$ cat src/common/scg_pkg.sv
// Register map, field layout and carriers of the sample clock generator
`default_nettype none
package scg_pkg;
   localparam int ADDR_W = 18;
   localparam logic [17:0] OFS_RATE = 18'h04e20;
   localparam logic [17:0] OFS_CLKOUT = 18'h04e8e;
   localparam logic [17:0] OFS_TERM = 18'h04e98;
   localparam logic [17:0] OFS_REFFREQ = 18'h04eac;
   localparam logic [17:0] OFS_MODE = 18'h04ee8;
   localparam logic [17:0] OFS_MODEMASK = 18'h04ee9;
   localparam logic [17:0] OFS_OVSFACT = 18'h30dbb;
   // Mode codes, one-hot
   localparam logic [31:0] PLL_INTERNAL_REF_MODE = 32'h00000001;
   localparam logic [31:0] FIRST_OSCILLATOR_MODE = 32'h00000002;
   localparam logic [31:0] SECOND_OSCILLATOR_MODE = 32'h00000004;
   localparam logic [31:0] PLL_EXTERNAL_REF_MODE = 32'h00000020;
   // Reset values
   localparam logic [31:0] RST_MODE = PLL_INTERNAL_REF_MODE;
   localparam logic [31:0] RST_RATE = 32'h00989680;
   localparam logic [31:0] RST_REFFREQ = 32'h00989680;
   localparam logic [31:0] RST_OVS = 32'h00000001;
   // Rates in Hz and channel masks
   localparam logic [31:0] INT_REF_HZ = 32'h00989680;
   localparam logic [31:0] MIN_RATE_HZ = 32'h000003e8;
   localparam logic [31:0] MAX_SLOW_HZ = 32'h02faf080;
   localparam logic [31:0] MAX_FAST_HZ = 32'h0bebc200;
   localparam logic [31:0] MAX_FAST_MULTI_HZ = 32'h05f5e100;
   localparam logic [3:0] HALF_RATE_CH = 4'ha;
   localparam logic [3:0] RST_CHAN = 4'h1;

   typedef struct packed {
      logic wr;
      logic rd;
      logic [ADDR_W-1:0] addr;
      logic [31:0] data;
   } scg_reg_req_type;

   typedef struct packed {
      logic valid;
      logic [31:0] data;
   } scg_reg_rsp_type;

   typedef struct packed {
      logic pllEnable;
      logic pllRefExt;
      logic osc2Select;
      logic [31:0] divider;
      logic [31:0] pllRefHz;
      logic [31:0] sampleHz;
   } scg_clk_cfg_type;
endpackage
`default_nettype wire

$ cat src/hdl/scg_sample_clock.sv
// Sample clock mode control, rate solver, oversampling and clock connector
// Function
// - Mode 1 selects the PLL fed by the internal 10 MHz reference.
// - Mode 2 bypasses the PLL; first oscillator plus divider forms sample clock.
// - Mode 4 selects the optional second oscillator, direct or divided.
// - Mode 32 feeds the PLL from the external connector.
// - Rate register takes desired Hz; reads back nearest achievable rate.
// - Clock output drives the connector, only in internally clocked modes.
// - Programmed rates go down to 1 kS/s in every internal mode.
// - Maximum rate depends on variant and active channels: 50, 200 or 100 MS/s.
// - First-oscillator mode turns the rate into a divider and reports its rate.
// - Second-oscillator mode divides the oscillator for slower rates.
// - External-reference PLL is set from the reference; some rates unreachable.
// - Termination load only switched in while the connector is an input.
// - Below converter minimum, converter runs at a multiple; datapath slower.
// - Oversampling factor register reads current multiple, 1 when inactive.
// - Clock output carries the real converter clock during oversampling.
// - Pipeline compensation on when synchronous, lost while oversampling.
// - Timestamp counts real converter clock ticks.
// - Read-only mask shows the supported mode codes.
`timescale 1ns/1ps
`default_nettype none
module scg_sample_clock
   import scg_pkg::*;
#(
   parameter bit FAST_VARIANT = 1'b1,
   parameter bit OSC2_PRESENT = 1'b0,
   parameter logic [31:0] OSC1_HZ = 32'h0bebc200,
   parameter logic [31:0] OSC2_HZ = 32'h05f5e100,
   parameter logic [31:0] ADC_MIN_HZ = 32'h00989680,
   parameter logic [7:0] PLL_MAX_MULT = 8'h08,
   parameter int TS_W = 48
)
(
   input wire logic clk_sys,
   input wire logic resetn,
   input wire scg_reg_req_type regReq,
   output scg_reg_rsp_type regRsp,
   input wire logic [3:0] chanEnable,
   input wire logic adcClkPin,
   output logic extClkO,
   output logic extClkOe_n,
   output logic termOn,
   output scg_clk_cfg_type clkCfg,
   output logic pipeComp,
   output logic dataStrobe,
   output logic [TS_W-1:0] timestamp
);
   // Refused at elaboration, before any logic is built
   if (TS_W < 8 || TS_W > 64 || OSC1_HZ == 32'h0 || ADC_MIN_HZ == 32'h0 || PLL_MAX_MULT == 8'h0)
   begin
      $error("scg_sample_clock: unsupported parameter values");
   end

   typedef enum logic [1:0] {
      S_IDLE = 2'b00,
      S_QDIV = 2'b01,
      S_QRATE = 2'b11,
      S_OVS = 2'b10
   } scg_state_type;

   function automatic logic hitReg(input scg_reg_req_type r, input logic [17:0] ofs);
      hitReg = (r.addr == ofs);
   endfunction

   scg_state_type state_q;
   logic [31:0] mode_q, rate_q, ref_q, achieved_q, factor_q;
   logic clkOut_q, term_q, pend_q, adcS1_q, adcS2_q, adcS3_q;
   logic [31:0] dvd_q, dvs_q, quo_q, decCnt_q;
   logic [32:0] rem_q;
   logic [4:0] cnt_q;
   logic [3:0] chan_q;

   // Mode mask and mode write check
   wire [31:0] modeMask = PLL_INTERNAL_REF_MODE | FIRST_OSCILLATOR_MODE | PLL_EXTERNAL_REF_MODE
                        | (OSC2_PRESENT ? SECOND_OSCILLATOR_MODE : 32'h0);
   wire wrMode = regReq.wr && hitReg(regReq, OFS_MODE);
   wire modeOk = (regReq.data != 32'h0) && ((regReq.data & (regReq.data - 32'h1)) == 32'h0)
                 && ((regReq.data & ~modeMask) == 32'h0);
   wire isQ1 = mode_q == FIRST_OSCILLATOR_MODE;
   wire isQ2 = mode_q == SECOND_OSCILLATOR_MODE;
   wire isExt = mode_q == PLL_EXTERNAL_REF_MODE;
   wire isQuartz = isQ1 || isQ2;

   // Rate limits
   wire [31:0] maxVar = !FAST_VARIANT ? MAX_SLOW_HZ
                      : ((chanEnable & HALF_RATE_CH) == 4'h0) ? MAX_FAST_HZ : MAX_FAST_MULTI_HZ;
   wire [39:0] extLim = ref_q * PLL_MAX_MULT;
   wire [31:0] maxRate = (isExt && extLim < {8'h0, maxVar}) ? extLim[31:0] : maxVar;
   wire [31:0] rc = (rate_q < MIN_RATE_HZ) ? MIN_RATE_HZ
                  : (rate_q > maxRate) ? maxRate : rate_q;
   wire [31:0] oscHz = isQ2 ? OSC2_HZ : OSC1_HZ;

   // One restoring division step per cycle
   wire [32:0] remSh = {rem_q[31:0], dvd_q[31]};
   wire [32:0] remSub = remSh - {1'b0, dvs_q};
   wire ge = !remSub[32];
   wire [31:0] quoN = {quo_q[30:0], ge};
   wire divLast = (cnt_q == 5'd31);
   wire [31:0] divN = (quoN == 32'h0) ? 32'h1 : quoN;

   wire wrRate = regReq.wr && hitReg(regReq, OFS_RATE);
   wire wrRef = regReq.wr && hitReg(regReq, OFS_REFFREQ);
   wire recalc = wrRate || wrRef || (wrMode && modeOk) || (chanEnable != chan_q);
   wire start = (state_q == S_IDLE) && pend_q;

   // Connector direction
   wire driveOut = clkOut_q && !isExt;
   wire adcTick = adcS2_q && !adcS3_q;
   wire decWrap = (decCnt_q + 32'h1) >= factor_q;

   always_ff @(posedge clk_sys)
   begin
      if (!resetn)
      begin
         mode_q <= RST_MODE;
         rate_q <= RST_RATE;
         ref_q <= RST_REFFREQ;
         clkOut_q <= 1'b0;
         term_q <= 1'b0;
      end
      else
      begin
         if (wrMode && modeOk)
            mode_q <= regReq.data;
         if (wrRate)
            rate_q <= regReq.data;
         if (wrRef)
            ref_q <= regReq.data;
         if (regReq.wr && hitReg(regReq, OFS_CLKOUT))
            clkOut_q <= regReq.data[0];
         if (regReq.wr && hitReg(regReq, OFS_TERM))
            term_q <= regReq.data[0];
      end
   end

   // Register read port, answer one cycle after the strobe
   wire [31:0] rdMux = hitReg(regReq, OFS_RATE) ? achieved_q
                     : hitReg(regReq, OFS_CLKOUT) ? {31'h0, clkOut_q}
                     : hitReg(regReq, OFS_TERM) ? {31'h0, term_q}
                     : hitReg(regReq, OFS_REFFREQ) ? ref_q
                     : hitReg(regReq, OFS_MODE) ? mode_q
                     : hitReg(regReq, OFS_MODEMASK) ? modeMask
                     : hitReg(regReq, OFS_OVSFACT) ? factor_q : 32'h0;

   always_ff @(posedge clk_sys)
   begin
      if (!resetn)
         regRsp <= '0;
      else
      begin
         regRsp.valid <= regReq.rd;
         regRsp.data <= regReq.rd ? rdMux : 32'h0;
      end
   end

   // Rate solver; a new request during a solve is kept and served next
   always_ff @(posedge clk_sys)
   begin
      if (!resetn)
      begin
         state_q <= S_IDLE;
         pend_q <= 1'b1;
         chan_q <= RST_CHAN;
         dvd_q <= 32'h0;
         dvs_q <= 32'h1;
         quo_q <= 32'h0;
         rem_q <= 33'h0;
         cnt_q <= 5'd0;
         achieved_q <= RST_RATE;
         factor_q <= RST_OVS;
         clkCfg <= '0;
      end
      else
      begin
         chan_q <= chanEnable;
         pend_q <= recalc || (pend_q && !start);
         if (state_q != S_IDLE)
         begin
            rem_q <= ge ? remSub : remSh;
            quo_q <= quoN;
            dvd_q <= {dvd_q[30:0], 1'b0};
            cnt_q <= cnt_q + 5'd1;
         end
         case (state_q)
            S_IDLE:
            begin
               if (start)
               begin
                  rem_q <= 33'h0;
                  quo_q <= 32'h0;
                  cnt_q <= 5'd0;
                  dvs_q <= rc;
                  clkCfg.pllEnable <= !isQuartz;
                  clkCfg.pllRefExt <= isExt;
                  clkCfg.osc2Select <= isQ2;
                  clkCfg.pllRefHz <= isExt ? ref_q : INT_REF_HZ;
                  if (isQuartz)
                  begin
                     dvd_q <= oscHz + {1'b0, rc[31:1]};
                     state_q <= S_QDIV;
                  end
                  else
                  begin
                     clkCfg.divider <= 32'h1;
                     achieved_q <= rc;
                     dvd_q <= ADC_MIN_HZ + rc - 32'h1;
                     state_q <= S_OVS;
                  end
               end
            end
            S_QDIV:
            begin
               if (divLast)
               begin
                  clkCfg.divider <= divN;
                  rem_q <= 33'h0;
                  quo_q <= 32'h0;
                  dvs_q <= divN;
                  dvd_q <= oscHz + {1'b0, divN[31:1]};
                  state_q <= S_QRATE;
               end
            end
            S_QRATE:
            begin
               if (divLast)
               begin
                  achieved_q <= quoN;
                  rem_q <= 33'h0;
                  quo_q <= 32'h0;
                  dvs_q <= quoN;
                  dvd_q <= ADC_MIN_HZ + quoN - 32'h1;
                  state_q <= S_OVS;
               end
            end
            S_OVS:
            begin
               if (divLast)
               begin
                  factor_q <= divN;
                  clkCfg.sampleHz <= achieved_q;
                  state_q <= S_IDLE;
               end
            end
            default:
               state_q <= S_IDLE;
         endcase
      end
   end

   // Converter clock domain, decimation, timestamp and connector
   always_ff @(posedge clk_sys)
   begin
      if (!resetn)
      begin
         adcS1_q <= 1'b0;
         adcS2_q <= 1'b0;
         adcS3_q <= 1'b0;
         decCnt_q <= 32'h0;
         dataStrobe <= 1'b0;
         timestamp <= '0;
         extClkO <= 1'b0;
         extClkOe_n <= 1'b1;
         termOn <= 1'b0;
         pipeComp <= 1'b1;
      end
      else
      begin
         adcS1_q <= adcClkPin;
         adcS2_q <= adcS1_q;
         adcS3_q <= adcS2_q;
         dataStrobe <= adcTick && decWrap;
         if (adcTick)
         begin
            timestamp <= timestamp + 1'b1;
            decCnt_q <= decWrap ? 32'h0 : decCnt_q + 32'h1;
         end
         // Real converter clock, not the decimated rate
         extClkO <= driveOut && adcS2_q;
         extClkOe_n <= !driveOut;
         termOn <= term_q && !driveOut;
         pipeComp <= (factor_q == 32'h1);
      end
   end

   a_mode_onehot: assert property (@(posedge clk_sys) disable iff (!resetn)
      (mode_q != 32'h0) && ((mode_q & (mode_q - 32'h1)) == 32'h0) && ((mode_q & ~modeMask) == 32'h0))
      else $error("mode not a single supported code");
   a_mode_reject: assert property (@(posedge clk_sys) disable iff (!resetn)
      (wrMode && !modeOk) |=> $stable(mode_q))
      else $error("bad mode write changed mode");
   a_extref_noout: assert property (@(posedge clk_sys) disable iff (!resetn)
      isExt ##1 isExt |-> extClkOe_n)
      else $error("connector driven in external reference mode");
   a_term_input: assert property (@(posedge clk_sys) disable iff (!resetn)
      termOn |-> extClkOe_n)
      else $error("termination on while connector drives");
   a_ovs_minimum: assert property (@(posedge clk_sys) disable iff (!resetn)
      $fell(state_q == S_OVS) |-> ({32'h0, achieved_q} * factor_q >= {32'h0, ADC_MIN_HZ})
      && ({32'h0, achieved_q} * (factor_q - 32'h1) < {32'h0, ADC_MIN_HZ}))
      else $error("oversampling factor not the least multiple");
   a_pipe_comp: assert property (@(posedge clk_sys) disable iff (!resetn)
      ##1 (pipeComp == ($past(factor_q) == 32'h1)))
      else $error("pipeline compensation wrong for factor");
   a_ts_count: assert property (@(posedge clk_sys) disable iff (!resetn)
      adcTick |=> timestamp == $past(timestamp) + 1'b1)
      else $error("timestamp missed converter tick");
   a_strobe_tick: assert property (@(posedge clk_sys) disable iff (!resetn)
      dataStrobe |-> $past(adcTick) && ($past(factor_q) == 32'h1 || $past(decCnt_q) != 32'h0))
      else $error("data strobe without converter tick");
   a_solve_time: assert property (@(posedge clk_sys) disable iff (!resetn)
      start |-> ##[33:97] (state_q == S_IDLE))
      else $error("rate solve did not finish in time");
   a_rate_bound: assert property (@(posedge clk_sys) disable iff (!resetn)
      ($fell(state_q == S_OVS) && !isQuartz) |-> achieved_q >= MIN_RATE_HZ && achieved_q <= maxVar)
      else $error("achieved rate outside limits");
endmodule
`default_nettype wire

$ cat config.mk
export PLATFORM = sky130hd
export DESIGN_NAME = scg_sample_clock
export DESIGN_NICKNAME = d
export VERILOG_FILES = /design/src/common/scg_pkg.sv /design/src/hdl/scg_sample_clock.sv
export SDC_FILE = /design/constraint.sdc
export NUM_CORES = 2
export LEC_CHECK = 0
export ABC_AREA = 1
export BUFFER_PORTS_ARGS = -buffer_cell sky130_fd_sc_hd__buf_4
export CAP_MARGIN = 20
export CORE_MARGIN = 3
export CORE_UTILIZATION = 35
export CTS_CLUSTER_SIZE = 10
export DETAILED_ROUTE_END_ITERATION = 16
export GPL_TIMING_DRIVEN = 0
export MAX_ROUTING_LAYER = met4
export SLEW_MARGIN = 20
export SYNTH_ARGS = -nofsm -noshare
export SYNTH_HDL_FRONTEND = slang
export SYNTH_SLANG_ARGS = --single-unit
$ cat constraint.sdc
create_clock -name clk_sys -period 4.55 [get_ports clk_sys]
set_clock_uncertainty 0.2 [all_clocks]
set_input_delay 0.455 -clock clk_sys [delete_from_list [all_inputs] [get_ports clk_sys]]
set_output_delay 0.455 -clock clk_sys [all_outputs]
set_load 0.05 [all_outputs]
==> flow_summary.toml <==
[place]
pre_cts_ws_ns = -1.66
routabilityCongestion = 1.10
portBuffers = 242
placed_cell_area_um2 = 35000
hpwl_um = 120000

[clock_network]
cts.clk_slew.worst_paths_ns = 0.06
clock_sinks = 521
htree_num_levels = 3
cts_tree = "done"
cts_buffers = 67
clk_latency_ns = 0.66
clock_tree.root_cell = "clkbuf_16"
clk_path_buf_depth = 3

[min_path]
hp-class = "in2reg"
hold_depth = 3
whs_endpoint = "ref_q[0]$_SDFFE_PN0P_"
hp-start = "regReq[0]"

[detailed_routing]
vias_per_cell = 5.75
firstDrtPassIters = 6
ant_nets = 0
wl_per_cell_um = 24.6
drt-initial-drc-count = 4302
drc = 0
dr_total_vias = 36700
wl_um = 157000

[cells_and_area]
fillers = 9181
final_cell_area_um2 = 40200
nets = 5364
drive_gt1_share_pct = 17.8
final_util_pct = 45.3
syn_to_final_growth_pct = 28.0

[setup_path]
criticalPathCategory = "reg2reg"
reg2reg_to = "dvd_q[31]$_SDFF_PN0_"
path_buf_inv = 7
crit_path_end_kind = "register"
slowest_delay_ns = 0.37
cp.arrival_ns = 5.36
reg2reg_depth = 38
r2r_setup_slack_ns = -0.49
crit_top_cell = "nand2_1"
worst-endpoint-required_ns = 4.87
path_max_fanout = 8
cpMaxStageDelayCell = "dfxtp_4"
cpLargestDelayFamily = "simple AND/OR/NAND/NOR gates"
r2r-start = "ref_q[14]$_SDFFE_PN0P_"
critPathLaunchType = "register"

[outcome]
outcome = "finished with violations"
violations = "negative setup slack"

[pwr]
combPwrFrac_pct = 24.1
p_clk_share_pct = 38.7
p_int_uw = 8680
switching_share_pct = 34.2
ir_worst_vdd_mv = 0.327
power.leakage_uw = 0.0169
p_sw_uw = 4510
p_per_area_nw_per_um2 = 328
p_seq_share_pct = 37.2

[global_routing]
first_global_vias = 33400
grt_first_pass_wirelength_um = 224000
grt_overflow_total = 0
grt_max_degree = 13
gr-usage-all-layers_pct = 33.1
grt_antenna_before_repair = 7

[die]
die_h_um = 305
io-pin-count = 244
die_x_um = 305
rows = 109
initial_utilization_pct = 35.4
core_area_um2 = 88600
die_area_um2 = 93300

[sta]
finalCritPeriodShare_pct = 111
hold_viol_final = 0
grt_setup_unrepaired = "true"
tightest_slew_ns = 1.27
tns_ns = -8.70
period_needed_ns = 5.04
slew_headroom_pct = 15.1
setup_violations = 26
fmax_ghz = 0.198
slew_viol_final = 0
fin_ws_ns = -0.488

[logic_synthesis]
synth.top_cell.area_share_pct = 33.2
synth_top_family_by_area = "simple AND/OR/NAND/NOR gates"
synth_seq_cells = 521
syn_area_um2 = 31400
synth_compound_area_share_pct = 21.1
ys_types = 69
ys_top_cells_by_area = "dfxtp_1 (33%), nand2_1 (11%), inv_1 (6.7%)"
synth_ff_type = "dfxtp_1"
synth_edf_count = 0
synth_cells = 4685
synthAdderAreaFrac_pct = 5.11
synth_top_area_cell = "dfxtp_1"
synth_simple_gate_area_share_pct = 28.5
async_flop_share_pct = 0
ys_seq_area_share_pct = 33.2
yosysWarnings = 0
syn_area_per_cell_um2 = 6.70
synthXorXnorAreaFrac_pct = 2.09
synthMuxAreaShare_pct = 0

[flow_run]
maxCapViolCount = 0
synth_stat cells (53+ instances only):
master and instances:
nor2_1 541, nor3_1 91, o21ai_0 344, o211ai_1 81, dfxtp_1 521, nand4_1 61, xor2_1 53, a221oi_1 54
ha_1 125, a21oi_1 392, nand2_1 914, clkbuf_1 199, inv_1 556, nand3_1 277
power groups by stage:
| stage | Combinational, µW | Sequential [µW] | Clock [µW] |
|---|---|---|---|
| 2_1_floorplan | 1800 | 5040 | 0 |
| 3_3_place_gp | 2830 | 5000 | 0 |
| 3_5_place_dp | 2830 | 5000 | 0 |
| 4_1_cts | 3030 | 4900 | 5140 |
| 5_1_grt | 3420 | 4920 | 5310 |
| 6_report | 3180 | 4910 | 5100 |
final cells by class:
class                           instances  area, µm²  area share, %
Tap cell                             1165       1460           3.63
Clock inverter                         14        169          0.421
Clock buffer                           87       1840           4.59
Inverter                              592       2360           5.87
Antenna cell                            3       7.51         0.0187
Multi-Input combinational cell       3354      19500           48.5
Timing Repair Buffer                  421       3370           8.40
Sequential cell                       521      10500           26.1
Buffer                                221        963           2.40
kinds of logic after synthesis:
kind of cell             count (synthesis)
AO/OA/AOI/OAI                         1105
XOR/XNOR                                75
adder cells (fa/ha/maj)                127
buffers and inverters                  813
flip-flops                             521
other                                    1
AND/OR/NAND/NOR                       2043
flip-flops by register name, indices dropped and copies added (netlist names), 4 cells and up:
name,flops
clkCfg,99
decCnt_q,32
timestamp,48
achieved_q,32
regRsp,33
factor_q,32
dvd_q,32
quo_q,31
rate_q,32
mode_q,32
rem_q,32
ref_q,32
chan_q,4
cnt_q,5
dvs_q,32
layout by cell type (no fill, tap or decap), types with 29 or more instances in the layout:
master / instances
nand2_1: 847
inv_1: 523
dfxtp_1: 496
nor2_1: 490
buf_4: 364
a21oi_1: 360
o21ai_0: 327
nand3_1: 220
clkbuf_1: 204
ha_1: 110
nor3_1: 83
o211ai_1: 81
clkbuf_16: 69
nand2_2: 64
nand4_1: 61
nand3_2: 58
xor2_1: 53
a221oi_1: 51
nor4_1: 43
nor2_2: 41
nor2_4: 40
a211oi_1: 39
dlygate4sd3_1: 39
inv_2: 31
a31oi_1: 30
nand2_4: 29
routing by layer:
layer	vias to the layer above	wire length, µm	GRT usage (%)	part of all wire (%)
met2	2074	66400	48.4	42
met3	412	16200	6.34	10
met5	-	0	-	0
met4	0	9240	16.2	5.9
li1	16800	-	-	-
met1	17400	65100	43.7	41
metrics by stage:
stage / power [µW] / std cells / hold WS [ns]
detailed placement: 7840 / 6095 / 0.204
finish: 13200 / 6378 / 0.0467
floorplan: 6840 / 4688 / 0.190
CTS: 13100 / 6339 / 0.00459
global route: 13700 / 6377 / 0.0550
global placement: 7830 / 6095 / 0.202
timing repair:
item | CTS | global route
resized for setup | 253 | 189
hold endpoints to repair | 67 | 0
setup endpoints to repair | 124 | 70
gates cloned | 3 | 2
pin swaps | 90 | 87
buffers inserted | 101 | 34
hold buffers | 39 | 0
how the worst max path moves through the flow:
stage | cells after the start | slack, ns | to | start
floorplan | 38 | -0.02 | dvd_q[31]$_SDFF_PN0_ | chanEnable[3]
global placement | 34 | -1.78 | dvd_q[30]$_SDFF_PN0_ | chanEnable[3]
detailed placement | 35 | -1.66 | dvd_q[26]$_SDFF_PN0_ | dvd_q[31]$_SDFF_PN0_
CTS | 35 | -0.37 | dvd_q[31]$_SDFF_PN0_ | ref_q[24]$_SDFFE_PN0P_
global route | 38 | -0.72 | dvd_q[31]$_SDFF_PN0_ | ref_q[14]$_SDFFE_PN0P_
finish | 38 | -0.49 | dvd_q[31]$_SDFF_PN0_ | ref_q[14]$_SDFFE_PN0P_
worst register-to-register path, delay by kind of cell, from the launching register on:
kind,cells,cell delay [ns]
AO/OA/AOI/OAI,1,0.05
adder cells (fa/ha/maj),2,0.54
buffers and inverters,7,0.88
flip-flops,1,0.37
AND/OR/NAND/NOR,28,2.90
Note: power is estimated with default switching activity, not from simulation.
